**src/mei_pkg.sv**
```systemverilog
// constants, register offsets and state codes for the motion event interrupt block
// assumes the registers are reached through a byte-wide register port fed by the serial slave
package mei_pkg;
  // register byte offsets
  localparam logic [7:0] ADDR_KNOCK_LEVEL = 8'h1d;
  localparam logic [7:0] ADDR_KNOCK_LENGTH = 8'h21;
  localparam logic [7:0] ADDR_KNOCK_GAP = 8'h22;
  localparam logic [7:0] ADDR_KNOCK_SPAN = 8'h23;
  localparam logic [7:0] ADDR_MOTION_LEVEL = 8'h24;
  localparam logic [7:0] ADDR_MOTION_AXIS = 8'h27;
  localparam logic [7:0] ADDR_IRQ_ENABLE = 8'h2e;
  localparam logic [7:0] ADDR_IRQ_ROUTE = 8'h2f;
  localparam logic [7:0] ADDR_IRQ_CAUSE = 8'h30;
  localparam logic [7:0] ADDR_OUT_FORMAT = 8'h31;
  localparam logic [7:0] ADDR_SAMPLE_FIRST = 8'h32;
  localparam logic [7:0] ADDR_SAMPLE_LAST = 8'h37;
  // number of sample bytes (x low, x high, y low, y high, z low, z high)
  localparam int SAMPLE_BYTES = 6;
  // function fields in enable, route and cause registers: bits 7..4
  localparam int NUM_FUNC = 4;
  localparam int FUNC_LSB = 4;
  localparam int FUNC_MSB = 7;
  // index within the 4-bit function vector
  localparam int FN_NEW = 3;
  localparam int FN_SINGLE = 2;
  localparam int FN_DOUBLE = 1;
  localparam int FN_MOTION = 0;
  // output polarity bit in the format register
  localparam int BIT_INVERT = 5;
  // axis participation bits in the axis select register
  localparam int BIT_AXIS_X = 6;
  localparam int BIT_AXIS_Y = 5;
  localparam int BIT_AXIS_Z = 4;
  // reset value of every writable register
  localparam logic [7:0] REG_RESET = 8'h00;
  // magnitude scaling from sample lsb to level lsb
  localparam int MAG_SHIFT = 4;
  localparam logic [7:0] CNT_STEP = 8'h01;
  localparam logic [7:0] CNT_MAX = 8'hff;
  // knock detector states, gray along idle-first-gap-span-second
  typedef enum logic [2:0] {
    K_IDLE = 3'b000,
    K_FIRST = 3'b001,
    K_GAP = 3'b011,
    K_SPAN = 3'b010,
    K_SECOND = 3'b110
  } mei_knock_t;
endpackage : mei_pkg

```
**src/mei_axis_cmp.sv**
```systemverilog
// one axis: absolute value of a signed sample compared against two levels
// assumes levels use an lsb 2**MAG_SHIFT times coarser than the sample
`timescale 1ns/10ps
module mei_axis_cmp #(
  parameter int SAMPLE_W = 16
) (
  input wire logic [SAMPLE_W-1:0] sample,
  input wire logic [7:0] level_a,
  input wire logic [7:0] level_b,
  output logic over_a,
  output logic over_b
);
  logic [SAMPLE_W-1:0] mag;
  logic [SAMPLE_W-1:0] scaled;

  // most negative value folds onto itself, still reads as large
  always_comb begin
    mag = sample[SAMPLE_W-1] ? SAMPLE_W'(~sample + 1'b1) : sample;
    scaled = mag >> mei_pkg::MAG_SHIFT;
    over_a = scaled > SAMPLE_W'(level_a);
    over_b = scaled > SAMPLE_W'(level_b);
  end
endmodule : mei_axis_cmp

```
**src/mei_pin_drv.sv**
```systemverilog
// one interrupt pin: gates latched flags by enable and route, applies polarity, registers the pin
// assumes flags, enables and routes are aligned function vectors from the register file
`timescale 1ns/10ps
module mei_pin_drv #(
  parameter int NF = 4,
  parameter bit PIN_SECOND = 1'b0
) (
  input wire logic core_clk,
  input wire logic resetn,
  input wire logic [NF-1:0] flags,
  input wire logic [NF-1:0] enable,
  input wire logic [NF-1:0] route,
  input wire logic invert,
  output logic pin_q
);
  logic [NF-1:0] routed;
  logic pin_d;

  // functions on one pin are or-ed together, none excludes another
  always_comb begin
    routed = PIN_SECOND ? route : ~route; // RULE_15
    pin_d = (|(flags & enable & routed)) ^ invert; // RULE_05 RULE_14 RULE_02
  end

  // push-pull pin, always driven, one flop deep
  always_ff @(posedge core_clk) begin
    if (!resetn) begin
      pin_q <= 1'b0;
    end else begin
      pin_q <= pin_d; // RULE_01
    end
  end
endmodule : mei_pin_drv

```
**src/mei_motion_irq.sv**
```systemverilog
// motion event interrupt block: register file, event detectors, latched flags, two pins
// assumes a serial slave issues one-cycle reg_wr/reg_rd strobes and a sampler pulses sample_valid
// Overview of operation
// RULE_01: two separately driven push-pull interrupt pins
// RULE_02: pins active high, format bit five inverts
// RULE_03: a function drives pins only when enabled
// RULE_04: route register picks each function's pin
// RULE_05: functions run together and share pins
// RULE_06: host sets functions and routes before enabling
// RULE_07: host disables function before reconfiguring it
// RULE_08: data flag clears after samples fully read
// RULE_09: cause register read clears other flags
// RULE_10: new-sample flag set on fresh data
// RULE_11: short above-level event sets single knock
// RULE_12: two short events within window: double
// RULE_13: motion above level on selected axis
// RULE_14: pin active while routed enabled flag set
// RULE_15: route zero first pin, one second
`timescale 1ns/10ps
module mei_motion_irq #(
  parameter int SAMPLE_W = 16
) (
  input wire logic core_clk,
  input wire logic resetn,
  input wire logic sample_valid,
  input wire logic [SAMPLE_W-1:0] x_axis_sample,
  input wire logic [SAMPLE_W-1:0] y_axis_sample,
  input wire logic [SAMPLE_W-1:0] z_axis_sample,
  input wire logic reg_wr,
  input wire logic reg_rd,
  input wire logic [7:0] reg_addr,
  input wire logic [7:0] reg_wdata,
  output logic [7:0] reg_rdata_q,
  output logic irq_out_first,
  output logic irq_out_second
);
  localparam int NF = mei_pkg::NUM_FUNC;
  localparam int NB = mei_pkg::SAMPLE_BYTES;

  // writable registers
  logic [7:0] knock_level_q, knock_level_d;
  logic [7:0] knock_length_limit_q, knock_length_limit_d;
  logic [7:0] knock_gap_delay_q, knock_gap_delay_d;
  logic [7:0] second_knock_span_q, second_knock_span_d;
  logic [7:0] motion_level_q, motion_level_d;
  logic [7:0] motion_axis_select_q, motion_axis_select_d;
  logic [7:0] irq_enable_mask_q, irq_enable_mask_d;
  logic [7:0] irq_pin_route_q, irq_pin_route_d;
  logic [7:0] output_format_q, output_format_d;
  logic [7:0] reg_rdata_d;

  // sample store, read tracking, flags, knock detector
  logic [8*NB-1:0] sample_q, sample_d;
  logic [NB-1:0] read_mask_q, read_mask_d;
  logic [NF-1:0] flag_q, flag_d;
  mei_pkg::mei_knock_t knock_q, knock_d;
  logic [7:0] cnt_q, cnt_d;

  logic [2:0][SAMPLE_W-1:0] axis_w;
  logic [2:0] knock_over_w, motion_over_w;
  logic [2:0] axis_sel_w;
  logic knock_over, motion_hit;
  logic [7:0] cnt_inc;
  logic set_single, set_double;
  logic rd_cause, rd_sample;
  logic [NB-1:0] byte_hit;
  logic [7:0] sample_idx;
  logic [7:0] cause_w;

  assign axis_w = {z_axis_sample, y_axis_sample, x_axis_sample};
  assign axis_sel_w = {motion_axis_select_q[mei_pkg::BIT_AXIS_Z],
                       motion_axis_select_q[mei_pkg::BIT_AXIS_Y],
                       motion_axis_select_q[mei_pkg::BIT_AXIS_X]};

  // per-axis level comparators, knock uses every axis
  for (genvar a = 0; a < 3; a++) begin : g_axis
    mei_axis_cmp #(.SAMPLE_W(SAMPLE_W)) u_cmp (
      .sample(axis_w[a]),
      .level_a(knock_level_q),
      .level_b(motion_level_q),
      .over_a(knock_over_w[a]),
      .over_b(motion_over_w[a])
    );
  end

  // decode of strobes and cause view
  always_comb begin
    knock_over = |knock_over_w;
    motion_hit = |(motion_over_w & axis_sel_w); // RULE_13
    rd_cause = reg_rd && (reg_addr == mei_pkg::ADDR_IRQ_CAUSE);
    rd_sample = reg_rd && (reg_addr >= mei_pkg::ADDR_SAMPLE_FIRST) && (reg_addr <= mei_pkg::ADDR_SAMPLE_LAST);
    sample_idx = reg_addr - mei_pkg::ADDR_SAMPLE_FIRST;
    byte_hit = '0;
    if (rd_sample) begin
      byte_hit[sample_idx[2:0]] = 1'b1;
    end
    cause_w = '0;
    cause_w[mei_pkg::FUNC_MSB:mei_pkg::FUNC_LSB] = flag_q;
    cnt_inc = (cnt_q == mei_pkg::CNT_MAX) ? cnt_q : cnt_q + mei_pkg::CNT_STEP;
  end

  // register writes and registered read data; unmapped reads give zero
  always_comb begin
    knock_level_d = knock_level_q;
    knock_length_limit_d = knock_length_limit_q;
    knock_gap_delay_d = knock_gap_delay_q;
    second_knock_span_d = second_knock_span_q;
    motion_level_d = motion_level_q;
    motion_axis_select_d = motion_axis_select_q;
    irq_enable_mask_d = irq_enable_mask_q;
    irq_pin_route_d = irq_pin_route_q;
    output_format_d = output_format_q;
    if (reg_wr) begin
      case (reg_addr)
        mei_pkg::ADDR_KNOCK_LEVEL: knock_level_d = reg_wdata;
        mei_pkg::ADDR_KNOCK_LENGTH: knock_length_limit_d = reg_wdata;
        mei_pkg::ADDR_KNOCK_GAP: knock_gap_delay_d = reg_wdata;
        mei_pkg::ADDR_KNOCK_SPAN: second_knock_span_d = reg_wdata;
        mei_pkg::ADDR_MOTION_LEVEL: motion_level_d = reg_wdata;
        mei_pkg::ADDR_MOTION_AXIS: motion_axis_select_d = reg_wdata;
        mei_pkg::ADDR_IRQ_ENABLE: irq_enable_mask_d = reg_wdata; // RULE_03
        mei_pkg::ADDR_IRQ_ROUTE: irq_pin_route_d = reg_wdata; // RULE_04
        mei_pkg::ADDR_OUT_FORMAT: output_format_d = reg_wdata; // RULE_02
        default: ;
      endcase
    end
    reg_rdata_d = reg_rdata_q;
    if (reg_rd) begin
      case (reg_addr)
        mei_pkg::ADDR_KNOCK_LEVEL: reg_rdata_d = knock_level_q;
        mei_pkg::ADDR_KNOCK_LENGTH: reg_rdata_d = knock_length_limit_q;
        mei_pkg::ADDR_KNOCK_GAP: reg_rdata_d = knock_gap_delay_q;
        mei_pkg::ADDR_KNOCK_SPAN: reg_rdata_d = second_knock_span_q;
        mei_pkg::ADDR_MOTION_LEVEL: reg_rdata_d = motion_level_q;
        mei_pkg::ADDR_MOTION_AXIS: reg_rdata_d = motion_axis_select_q;
        mei_pkg::ADDR_IRQ_ENABLE: reg_rdata_d = irq_enable_mask_q;
        mei_pkg::ADDR_IRQ_ROUTE: reg_rdata_d = irq_pin_route_q;
        mei_pkg::ADDR_IRQ_CAUSE: reg_rdata_d = cause_w;
        mei_pkg::ADDR_OUT_FORMAT: reg_rdata_d = output_format_q;
        default: reg_rdata_d = rd_sample ? sample_q[8*sample_idx[2:0] +: 8] : '0;
      endcase
    end
  end

  // knock detector, counts in sample periods
  always_comb begin
    knock_d = knock_q;
    cnt_d = cnt_q;
    set_single = 1'b0;
    set_double = 1'b0;
    if (sample_valid) begin
      case (knock_q)
        mei_pkg::K_IDLE: begin
          if (knock_over) begin
            knock_d = mei_pkg::K_FIRST;
            cnt_d = mei_pkg::CNT_STEP;
          end
        end
        mei_pkg::K_FIRST: begin
          if (knock_over) begin
            cnt_d = cnt_inc;
          end else if (cnt_q < knock_length_limit_q) begin
            set_single = 1'b1; // RULE_11
            knock_d = mei_pkg::K_GAP;
            cnt_d = '0;
          end else begin
            knock_d = mei_pkg::K_IDLE; // too long: no knock
          end
        end
        mei_pkg::K_GAP: begin
          // events inside the latency are ignored
          if (cnt_inc >= knock_gap_delay_q) begin
            knock_d = mei_pkg::K_SPAN;
            cnt_d = '0;
          end else begin
            cnt_d = cnt_inc;
          end
        end
        mei_pkg::K_SPAN: begin
          if (knock_over) begin
            knock_d = mei_pkg::K_SECOND;
            cnt_d = mei_pkg::CNT_STEP;
          end else if (cnt_inc >= second_knock_span_q) begin
            knock_d = mei_pkg::K_IDLE;
          end else begin
            cnt_d = cnt_inc;
          end
        end
        mei_pkg::K_SECOND: begin
          if (knock_over) begin
            cnt_d = cnt_inc;
          end else begin
            set_double = cnt_q < knock_length_limit_q; // RULE_12
            knock_d = mei_pkg::K_IDLE;
          end
        end
        default: knock_d = mei_pkg::K_IDLE;
      endcase
    end
  end

  // sample store and latched flags; a set always beats a same-cycle clear
  always_comb begin
    sample_d = sample_q;
    read_mask_d = read_mask_q | byte_hit;
    flag_d = flag_q;
    if (rd_cause) begin
      flag_d[mei_pkg::FN_SINGLE] = 1'b0; // RULE_09
      flag_d[mei_pkg::FN_DOUBLE] = 1'b0;
      flag_d[mei_pkg::FN_MOTION] = 1'b0;
    end
    if (&read_mask_d) begin
      flag_d[mei_pkg::FN_NEW] = 1'b0; // RULE_08
    end
    if (sample_valid) begin
      sample_d = {z_axis_sample, y_axis_sample, x_axis_sample};
      read_mask_d = '0;
      flag_d[mei_pkg::FN_NEW] = 1'b1; // RULE_10
      if (motion_hit) begin
        flag_d[mei_pkg::FN_MOTION] = 1'b1; // RULE_13
      end
    end
    if (set_single) begin
      flag_d[mei_pkg::FN_SINGLE] = 1'b1;
    end
    if (set_double) begin
      flag_d[mei_pkg::FN_DOUBLE] = 1'b1;
    end
  end

  // all state registers
  always_ff @(posedge core_clk) begin
    if (!resetn) begin
      knock_level_q <= mei_pkg::REG_RESET;
      knock_length_limit_q <= mei_pkg::REG_RESET;
      knock_gap_delay_q <= mei_pkg::REG_RESET;
      second_knock_span_q <= mei_pkg::REG_RESET;
      motion_level_q <= mei_pkg::REG_RESET;
      motion_axis_select_q <= mei_pkg::REG_RESET;
      irq_enable_mask_q <= mei_pkg::REG_RESET;
      irq_pin_route_q <= mei_pkg::REG_RESET;
      output_format_q <= mei_pkg::REG_RESET;
      reg_rdata_q <= '0;
      sample_q <= '0;
      read_mask_q <= '0;
      flag_q <= '0;
      knock_q <= mei_pkg::K_IDLE;
      cnt_q <= '0;
    end else begin
      knock_level_q <= knock_level_d;
      knock_length_limit_q <= knock_length_limit_d;
      knock_gap_delay_q <= knock_gap_delay_d;
      second_knock_span_q <= second_knock_span_d;
      motion_level_q <= motion_level_d;
      motion_axis_select_q <= motion_axis_select_d;
      irq_enable_mask_q <= irq_enable_mask_d;
      irq_pin_route_q <= irq_pin_route_d;
      output_format_q <= output_format_d;
      reg_rdata_q <= reg_rdata_d;
      sample_q <= sample_d;
      read_mask_q <= read_mask_d;
      flag_q <= flag_d;
      knock_q <= knock_d;
      cnt_q <= cnt_d;
    end
  end

  // the two pins, identical except for which route value they take
  mei_pin_drv #(.NF(NF), .PIN_SECOND(1'b0)) u_pin_first (
    .core_clk(core_clk),
    .resetn(resetn),
    .flags(flag_q),
    .enable(irq_enable_mask_q[mei_pkg::FUNC_MSB:mei_pkg::FUNC_LSB]),
    .route(irq_pin_route_q[mei_pkg::FUNC_MSB:mei_pkg::FUNC_LSB]),
    .invert(output_format_q[mei_pkg::BIT_INVERT]),
    .pin_q(irq_out_first)
  );
  mei_pin_drv #(.NF(NF), .PIN_SECOND(1'b1)) u_pin_second (
    .core_clk(core_clk),
    .resetn(resetn),
    .flags(flag_q),
    .enable(irq_enable_mask_q[mei_pkg::FUNC_MSB:mei_pkg::FUNC_LSB]),
    .route(irq_pin_route_q[mei_pkg::FUNC_MSB:mei_pkg::FUNC_LSB]),
    .invert(output_format_q[mei_pkg::BIT_INVERT]),
    .pin_q(irq_out_second)
  );

  // checks
  logic [NF-1:0] en_w, rt_w;
  logic inv_w;
  assign en_w = irq_enable_mask_q[mei_pkg::FUNC_MSB:mei_pkg::FUNC_LSB];
  assign rt_w = irq_pin_route_q[mei_pkg::FUNC_MSB:mei_pkg::FUNC_LSB];
  assign inv_w = output_format_q[mei_pkg::BIT_INVERT];
endmodule : mei_motion_irq

```
**config.mk**
```make
export PLATFORM = sky130hd
export DESIGN_NAME = mei_motion_irq
export DESIGN_NICKNAME = d
export VERILOG_FILES = /design/src/mei_pkg.sv /design/src/mei_axis_cmp.sv /design/src/mei_pin_drv.sv /design/src/mei_motion_irq.sv
export SDC_FILE = /design/constraint.sdc
export NUM_CORES = 1
export LEC_CHECK = 0
export ABC_AREA = 1
export BUFFER_PORTS_ARGS = -buffer_cell sky130_fd_sc_hd__buf_2
export CAP_MARGIN = 30
export CORE_MARGIN = 10
export CORE_UTILIZATION = 45
export CTS_BUF_LIST = sky130_fd_sc_hd__clkbuf_8
export CTS_CLUSTER_DIAMETER = 60
export CTS_CLUSTER_SIZE = 10
export DETAILED_ROUTE_END_ITERATION = 12
export GPL_TIMING_DRIVEN = 1
export PLACE_DENSITY = 0.71
export SLEW_MARGIN = 20
export SYNTH_ARGS = -nofsm -noshare
export SYNTH_HDL_FRONTEND = slang
export SYNTH_HIERARCHICAL = 1
export SYNTH_SLANG_ARGS = --single-unit
```
**constraint.sdc**
```tcl
create_clock -name core_clk -period 7.1 [get_ports core_clk]
set_clock_uncertainty 0.15 [all_clocks]
set_input_delay 1.065 -clock core_clk [delete_from_list [all_inputs] [get_ports core_clk]]
set_output_delay 1.065 -clock core_clk [all_outputs]
set_load 0.02 [all_outputs]
```
Word level (Yosys, flattened, before mapping):

Index checks and enable logic that the tools add are counted.
Widths: inputs -> output; s select.

* logic and storage cells: 139
* input bits: 69
* flip-flop bits (word level): 151

* shift-type cells: 1
* $lt $le $gt $ge: 13
* multiplexer cells: 39
* equal/unequal tests: 23
* bitwise logic cells: 12
* $add $sub $neg: 5
* reductions and logical operators: 26

Operators with widths (number)
* $pmux 8 s10: 1
* $eq 8x6->1 const B: 9
* $gt 12x8->1: 6
* $mux 8: 9
* $add 16x1->16 const B: 3
* $mux 16: 3
* $not 16->16: 3
* $shiftx 48x7->8: 1
* $pmux 8 s5: 1
* $mux 3: 7
* $reduce_and 2->1: 9
* $reduce_and 6->1: 3
* $ge 8x8->1: 2
* $pmux 3 s5: 1
* $mux 1: 14
* $and 4x4->4: 3
* $ne 2x2->1 const B: 5
* $ne 3x3->1 const B: 3
* $add 8x1->8 const B: 1
* $eq 8x5->1 const B: 1
* $eq 8x8->1 const B: 1
* $ge 8x6->1 const B: 1
* $le 8x6->1 const B: 1
* $lt 8x8->1: 1
* 21 further kinds: 30

Depth between registers and ports, before layout:

* word-level depth: 10
* depth in mapped cells: 23
* depth with buffers taken out: 23

Hierarchy:

The synthesis kept the hierarchy.

By module, submodules not included
* mei_motion_irq: instances 1, area an instance 7632.3 µm², cells an instance 1135
* mei_axis_cmp: instances 3, area an instance 778.2 µm², cells an instance 140
* mei_pin_drv (u_pin_first): instances 1, area an instance 78.8 µm², cells an instance 16
* mei_pin_drv (u_pin_second): instances 1, area an instance 72.6 µm², cells an instance 13

Worst setup path before layout:

OpenSTA, ideal clock, no wires.

* kind: input to register
* start point: input y_axis_sample[1]
* end point: register cnt_q[1]
* slack: 3.629 ns
* required time: 6.886 ns
* stages on the path: 22
* arrival time: 3.257 ns
* cell sequence: nor2_2 nand2_2 nor2_2 nand2_1 nand2_1 xnor2_1 ha_1 a21oi_1 nor2_1 nor2_1 nand3_1 nand2_1 nand3_1 nor2_1 nand2_1 nor2_1 nor2_1 nand3_1 nand2_1 nand3_1 nand2_1 nor2_1

* cells in the longest elaborated chain, start to end: 7
* elaborated cells on any way between the ends: 13

Ends and longest elaborated chain
* start, declared: RTL line mei_motion_irq.sv:27 `input wire logic [SAMPLE_W-1:0] y_axis_sample,`
* $not 16->16 (*): RTL line mei_axis_cmp.sv:18 `mag = sample[SAMPLE_W-1] ? SAMPLE_W'(~sample + 1'b1) : sample;`
* $add 16x1->16 (*): RTL line mei_axis_cmp.sv:18
* $mux 16 (*): RTL line mei_axis_cmp.sv:18
* $gt 12x8->1 (*): RTL line mei_axis_cmp.sv:20 `over_a = scaled > SAMPLE_W'(level_a);`
* named net knock_over_w[1]: RTL line mei_motion_irq.sv:60 `logic [2:0] knock_over_w, motion_over_w;`
* $reduce_or 3->1 (*): RTL line mei_motion_irq.sv:88 `knock_over = |knock_over_w;`
* $ne 3x3->1 (no source line), or another cell as far along
* $reduce_and 6->1 (no source line) or $pmux 8 s5 (tied branches)
* end signal, assigned: RTL line mei_motion_irq.sv:264 `cnt_q <= cnt_d;`
* end, declared: RTL line mei_motion_irq.sv:57 `logic [7:0] cnt_q, cnt_d;`

The timed path passes the listed nets; every way through them passes the cells marked *.
A chain may end at the register's enable or synchronous reset.

Worst setup path after layout:

* start point: input y_axis_sample[1]
* end point: register cnt_q[4]

Same word-level chain as after synthesis.

==> summary.md <==
| Metric | Value |
|---|---|
| Status | finished clean |
| Startpoint types | input pin |
| Max cap viols | 0 |
| Required @ worst endpoint | 7360 ps |
| Syn-to-layout area delta | 9.60% |
| Worst hold path type | register to register |
| Area contributors post-synth | dfxtp_1 (30%), nand2_1 (13%), ha_1 (9.3%) |
| CP Capture Type | register |
| DRC violations left | 0 |
| Core ar. | approximately 22000 sq um |
| Syn avg cell area | 6.39 sq um |
| Post-layout min period | 3810 ps |
| Post-Syn Area | ~10000 sq um |
| Initial antenna violation count | 0 |
| Htree depth | 4 |
| PostCTS Resize Cnt | 0 |
| Die area | 28900 sq um |
| Yosys warning count | 6 |
| Distinct cells, synth | 32 |
| Synth Net Count | 1728 |
| Total GRT Usage | 20.9% |
| Root buffer cell | clkbuf_8 |
| Highest metal used | met4 |
| # clock sinks | 151 |
| Final period utilization | 53.7% |
| Total CTS buffers | 17 |
| Die height | approximately 170 um |
| Max clock buf depth | 2 |
| TritonCTS clock tree | done |
| Vias/cell | 5.28 |
| Share of cells above drive strength 1 | approximately 11% |
| Max_slew headroom | 38.9% |
| Detailed router's first-iteration violation count | 900 |
| Vias | roughly 10000 |
| Worst-path clk slew | roughly 90 ps |
| Post-CTS Hold Buffers | 0 |
| Sequential share of the synthesized area | 29.9% |
| Antenna-violating nets left | 0 |
| Initial core utilization | 46.1% |
| DRT Wirelength | 30200 um |
| Post-DP HPWL | 22800 um |
| First-pass GRT wire length | a little under 50000 um |
| Die X | roughly 170 um |
| Total power | a little under 2 mW |
| Post-layout util | between 50% and 60% |
| Cell count after synthesis | 1584 |
| Met2 wire length | 13400 um |
| Number of global-route vias before repair | 9412 |
| LEAKAGE | 4.85 nW |
| Postcts setup bufs | 0 |
| Power Dens Cells | 179 nW/um^2 |
| Max Fclk | about 0.26 GHz |
| Endpoints failing setup | 0 |
| Crit path kind | input pin to register |
| Crit-path max FO | 7 |
| WL met1 | 14100 um |
| Clk_lat worst skew | 480 ps |
| Peak VDD IR | 106 uV |
| Routed len/inst | roughly 16 um |
| First-pass DRT Iterations | 6 |
| Final setup TNS | 0 ps |
| Area leader, netlist | dfxtp_1 |
| GR Overflow Total | 0 |
| Final Cell Area | 11100 sq um |
| # diodes | 0 |
| Synth Register Bits | 151 |
| Placement Cell Area | ~11000 sq um |
| Largest net degree at the start of global routing | slightly below 100 |
| Num rows | 54 |
| Synth top area share | 29.9% |
| Worst Max-Slew Pin Slew | 917 ps |
| WP data arrival | 4070 ps |
| Routed wl met3 | 2120 um |
| Hold Violations, Final | 0 |
| # fillers | 2286 |
| Port Buffers | a little under 80 |
| Placer Congestion | 0.944 |
| Max Transition Viols Final | 0 |
| RSZ-0062 raised after global routing | false |
| Nets | between 1500 and 2000 |
| Ports | 79 |
-- state kept, by name, summed over array words and instances (netlist names), 4 cells and up --
| register | count |
|---|---|
| motion_level_q | 8 |
| flag_q | 4 |
| knock_gap_delay_q | 8 |
| knock_level_q | 8 |
| irq_enable_mask_q | 8 |
| read_mask_q | 6 |
| sample_q | 48 |
| output_format_q | 8 |
| cnt_q | 8 |
| irq_pin_route_q | 8 |
| knock_length_limit_q | 8 |
| motion_axis_select_q | 8 |
| second_knock_span_q | 8 |
| reg_rdata_q | 8 |
-- area by class of cell --
cell class                 count  area (sq um)  area share [%]
multi-input combinational   1177          6090            54.9
sequential                   151          3020            27.3
inverter                     202           758            6.84
timing repair buffer          83           428            3.86
tap                          280           350            3.16
clock buffer                  20           275            2.48
clock inverter                12           165            1.49
-- where the power goes --
group	switching [mW]	internal, mW
logic	0.235	0.119
clock network	0.359	0.381
registers	0.0146	0.871
-- kinds of logic after synthesis --
group / synth area share [%]
buffers and inverters: 9.94
AOI/OAI and AO/OA: 14.3
and+or+nand+nor: 34.0
xor gates and xnor gates: 2.60
DFF: 29.9
adders and majority gates: 9.27
-- layout by cell type, fill, tap and decap left out, types with 3 or more instances in the layout --
cell type,synthesis,layout
a21oi_1,159,159
and2_4,3,3
buf_2,18,78
buf_4,6,5
bufinv_16,0,3
clkbuf_8,0,20
clkinv_4,0,5
dfxtp_1,151,151
ha_1,75,75
inv_1,185,185
inv_2,15,16
inv_6,0,3
nand2_1,356,356
nand2_2,8,8
nand3_1,135,135
nand3_2,6,6
nand4_1,24,24
nor2_1,225,225
nor2_2,15,15
nor2_4,10,10
o211ai_1,3,3
o21ai_0,99,99
o21ai_1,13,13
o21ai_2,6,6
or2_1,3,3
xnor2_1,19,19
xor2_1,11,11
-- critical path, stage by stage --
cell     delay [ps]
buf_2           120
nor2_2          130
nand2_2         110
o21ai_0         220
xnor2_1         250
ha_1            320
a21oi_1         150
o21ai_0         100
nand2_1          70
nand3_1          60
nand2_1          60
nand3_1         130
nor2_1          190
nand2_1         190
nor2_1          270
nor2_1           70
nand3_1         220
nand2_1          80
nand3_1          90
nand2_1          60
nor2_1          110
-- path summary, 6_finish.rpt --
kind	slack (ps)	cells after the start	endpoint	start
worst min register to register	300	2	sample_q[37]	sample_q[37]
worst max-delay path	3290	21	cnt_q[4]	y_axis_sample[1]
worst min-delay path	300	2	sample_q[37]	sample_q[37]
worst max register to register	3990	18	cnt_q[4]	cnt_q[0]
-- stage by stage --
step | hold slack [ps] | std cells | worst slack [ps]
after global routing | 322 | 1925 | 2900
final | 304 | 1925 | 3290
after CTS | 309 | 1925 | 3380
after global placement | 287 | 1893 | 3000
after floorplan | 279 | 1584 | 3630
after detailed placement | 297 | 1893 | 2890
-- cells in the mapped netlist --
library cell / n
nand2_1: 356
and2_4: 3
nand3_4: 1
o21ai_1: 13
xnor2_1: 19
or2_1: 3
o21a_1: 1
nor2_1: 225
buf_2: 18
clkbuf_1: 30
inv_1: 185
nor2_2: 15
nor2_4: 10
o21ai_0: 99
nor2_8: 1
nand3_1: 135
nor3_2: 1
buf_4: 6
ha_1: 75
nand4_1: 24
o21ai_2: 6
inv_2: 15
nand4_4: 1
nor3_1: 1
o211ai_1: 3
clkinv_1: 2
xor2_1: 11
a22oi_1: 1
nand3_2: 6
nand2_2: 8
dfxtp_1: 151
a21oi_1: 159
-- per-layer routing --
layer | track usage [%] | vias up
met2 | 33.2 | 292
met5 | 0 | -
met4 | 6.37 | 0
met3 | 4.42 | 47
li1 | - | 5203
met1 | 27.7 | 4626
Note: power is estimated with default switching activity, not from simulation.
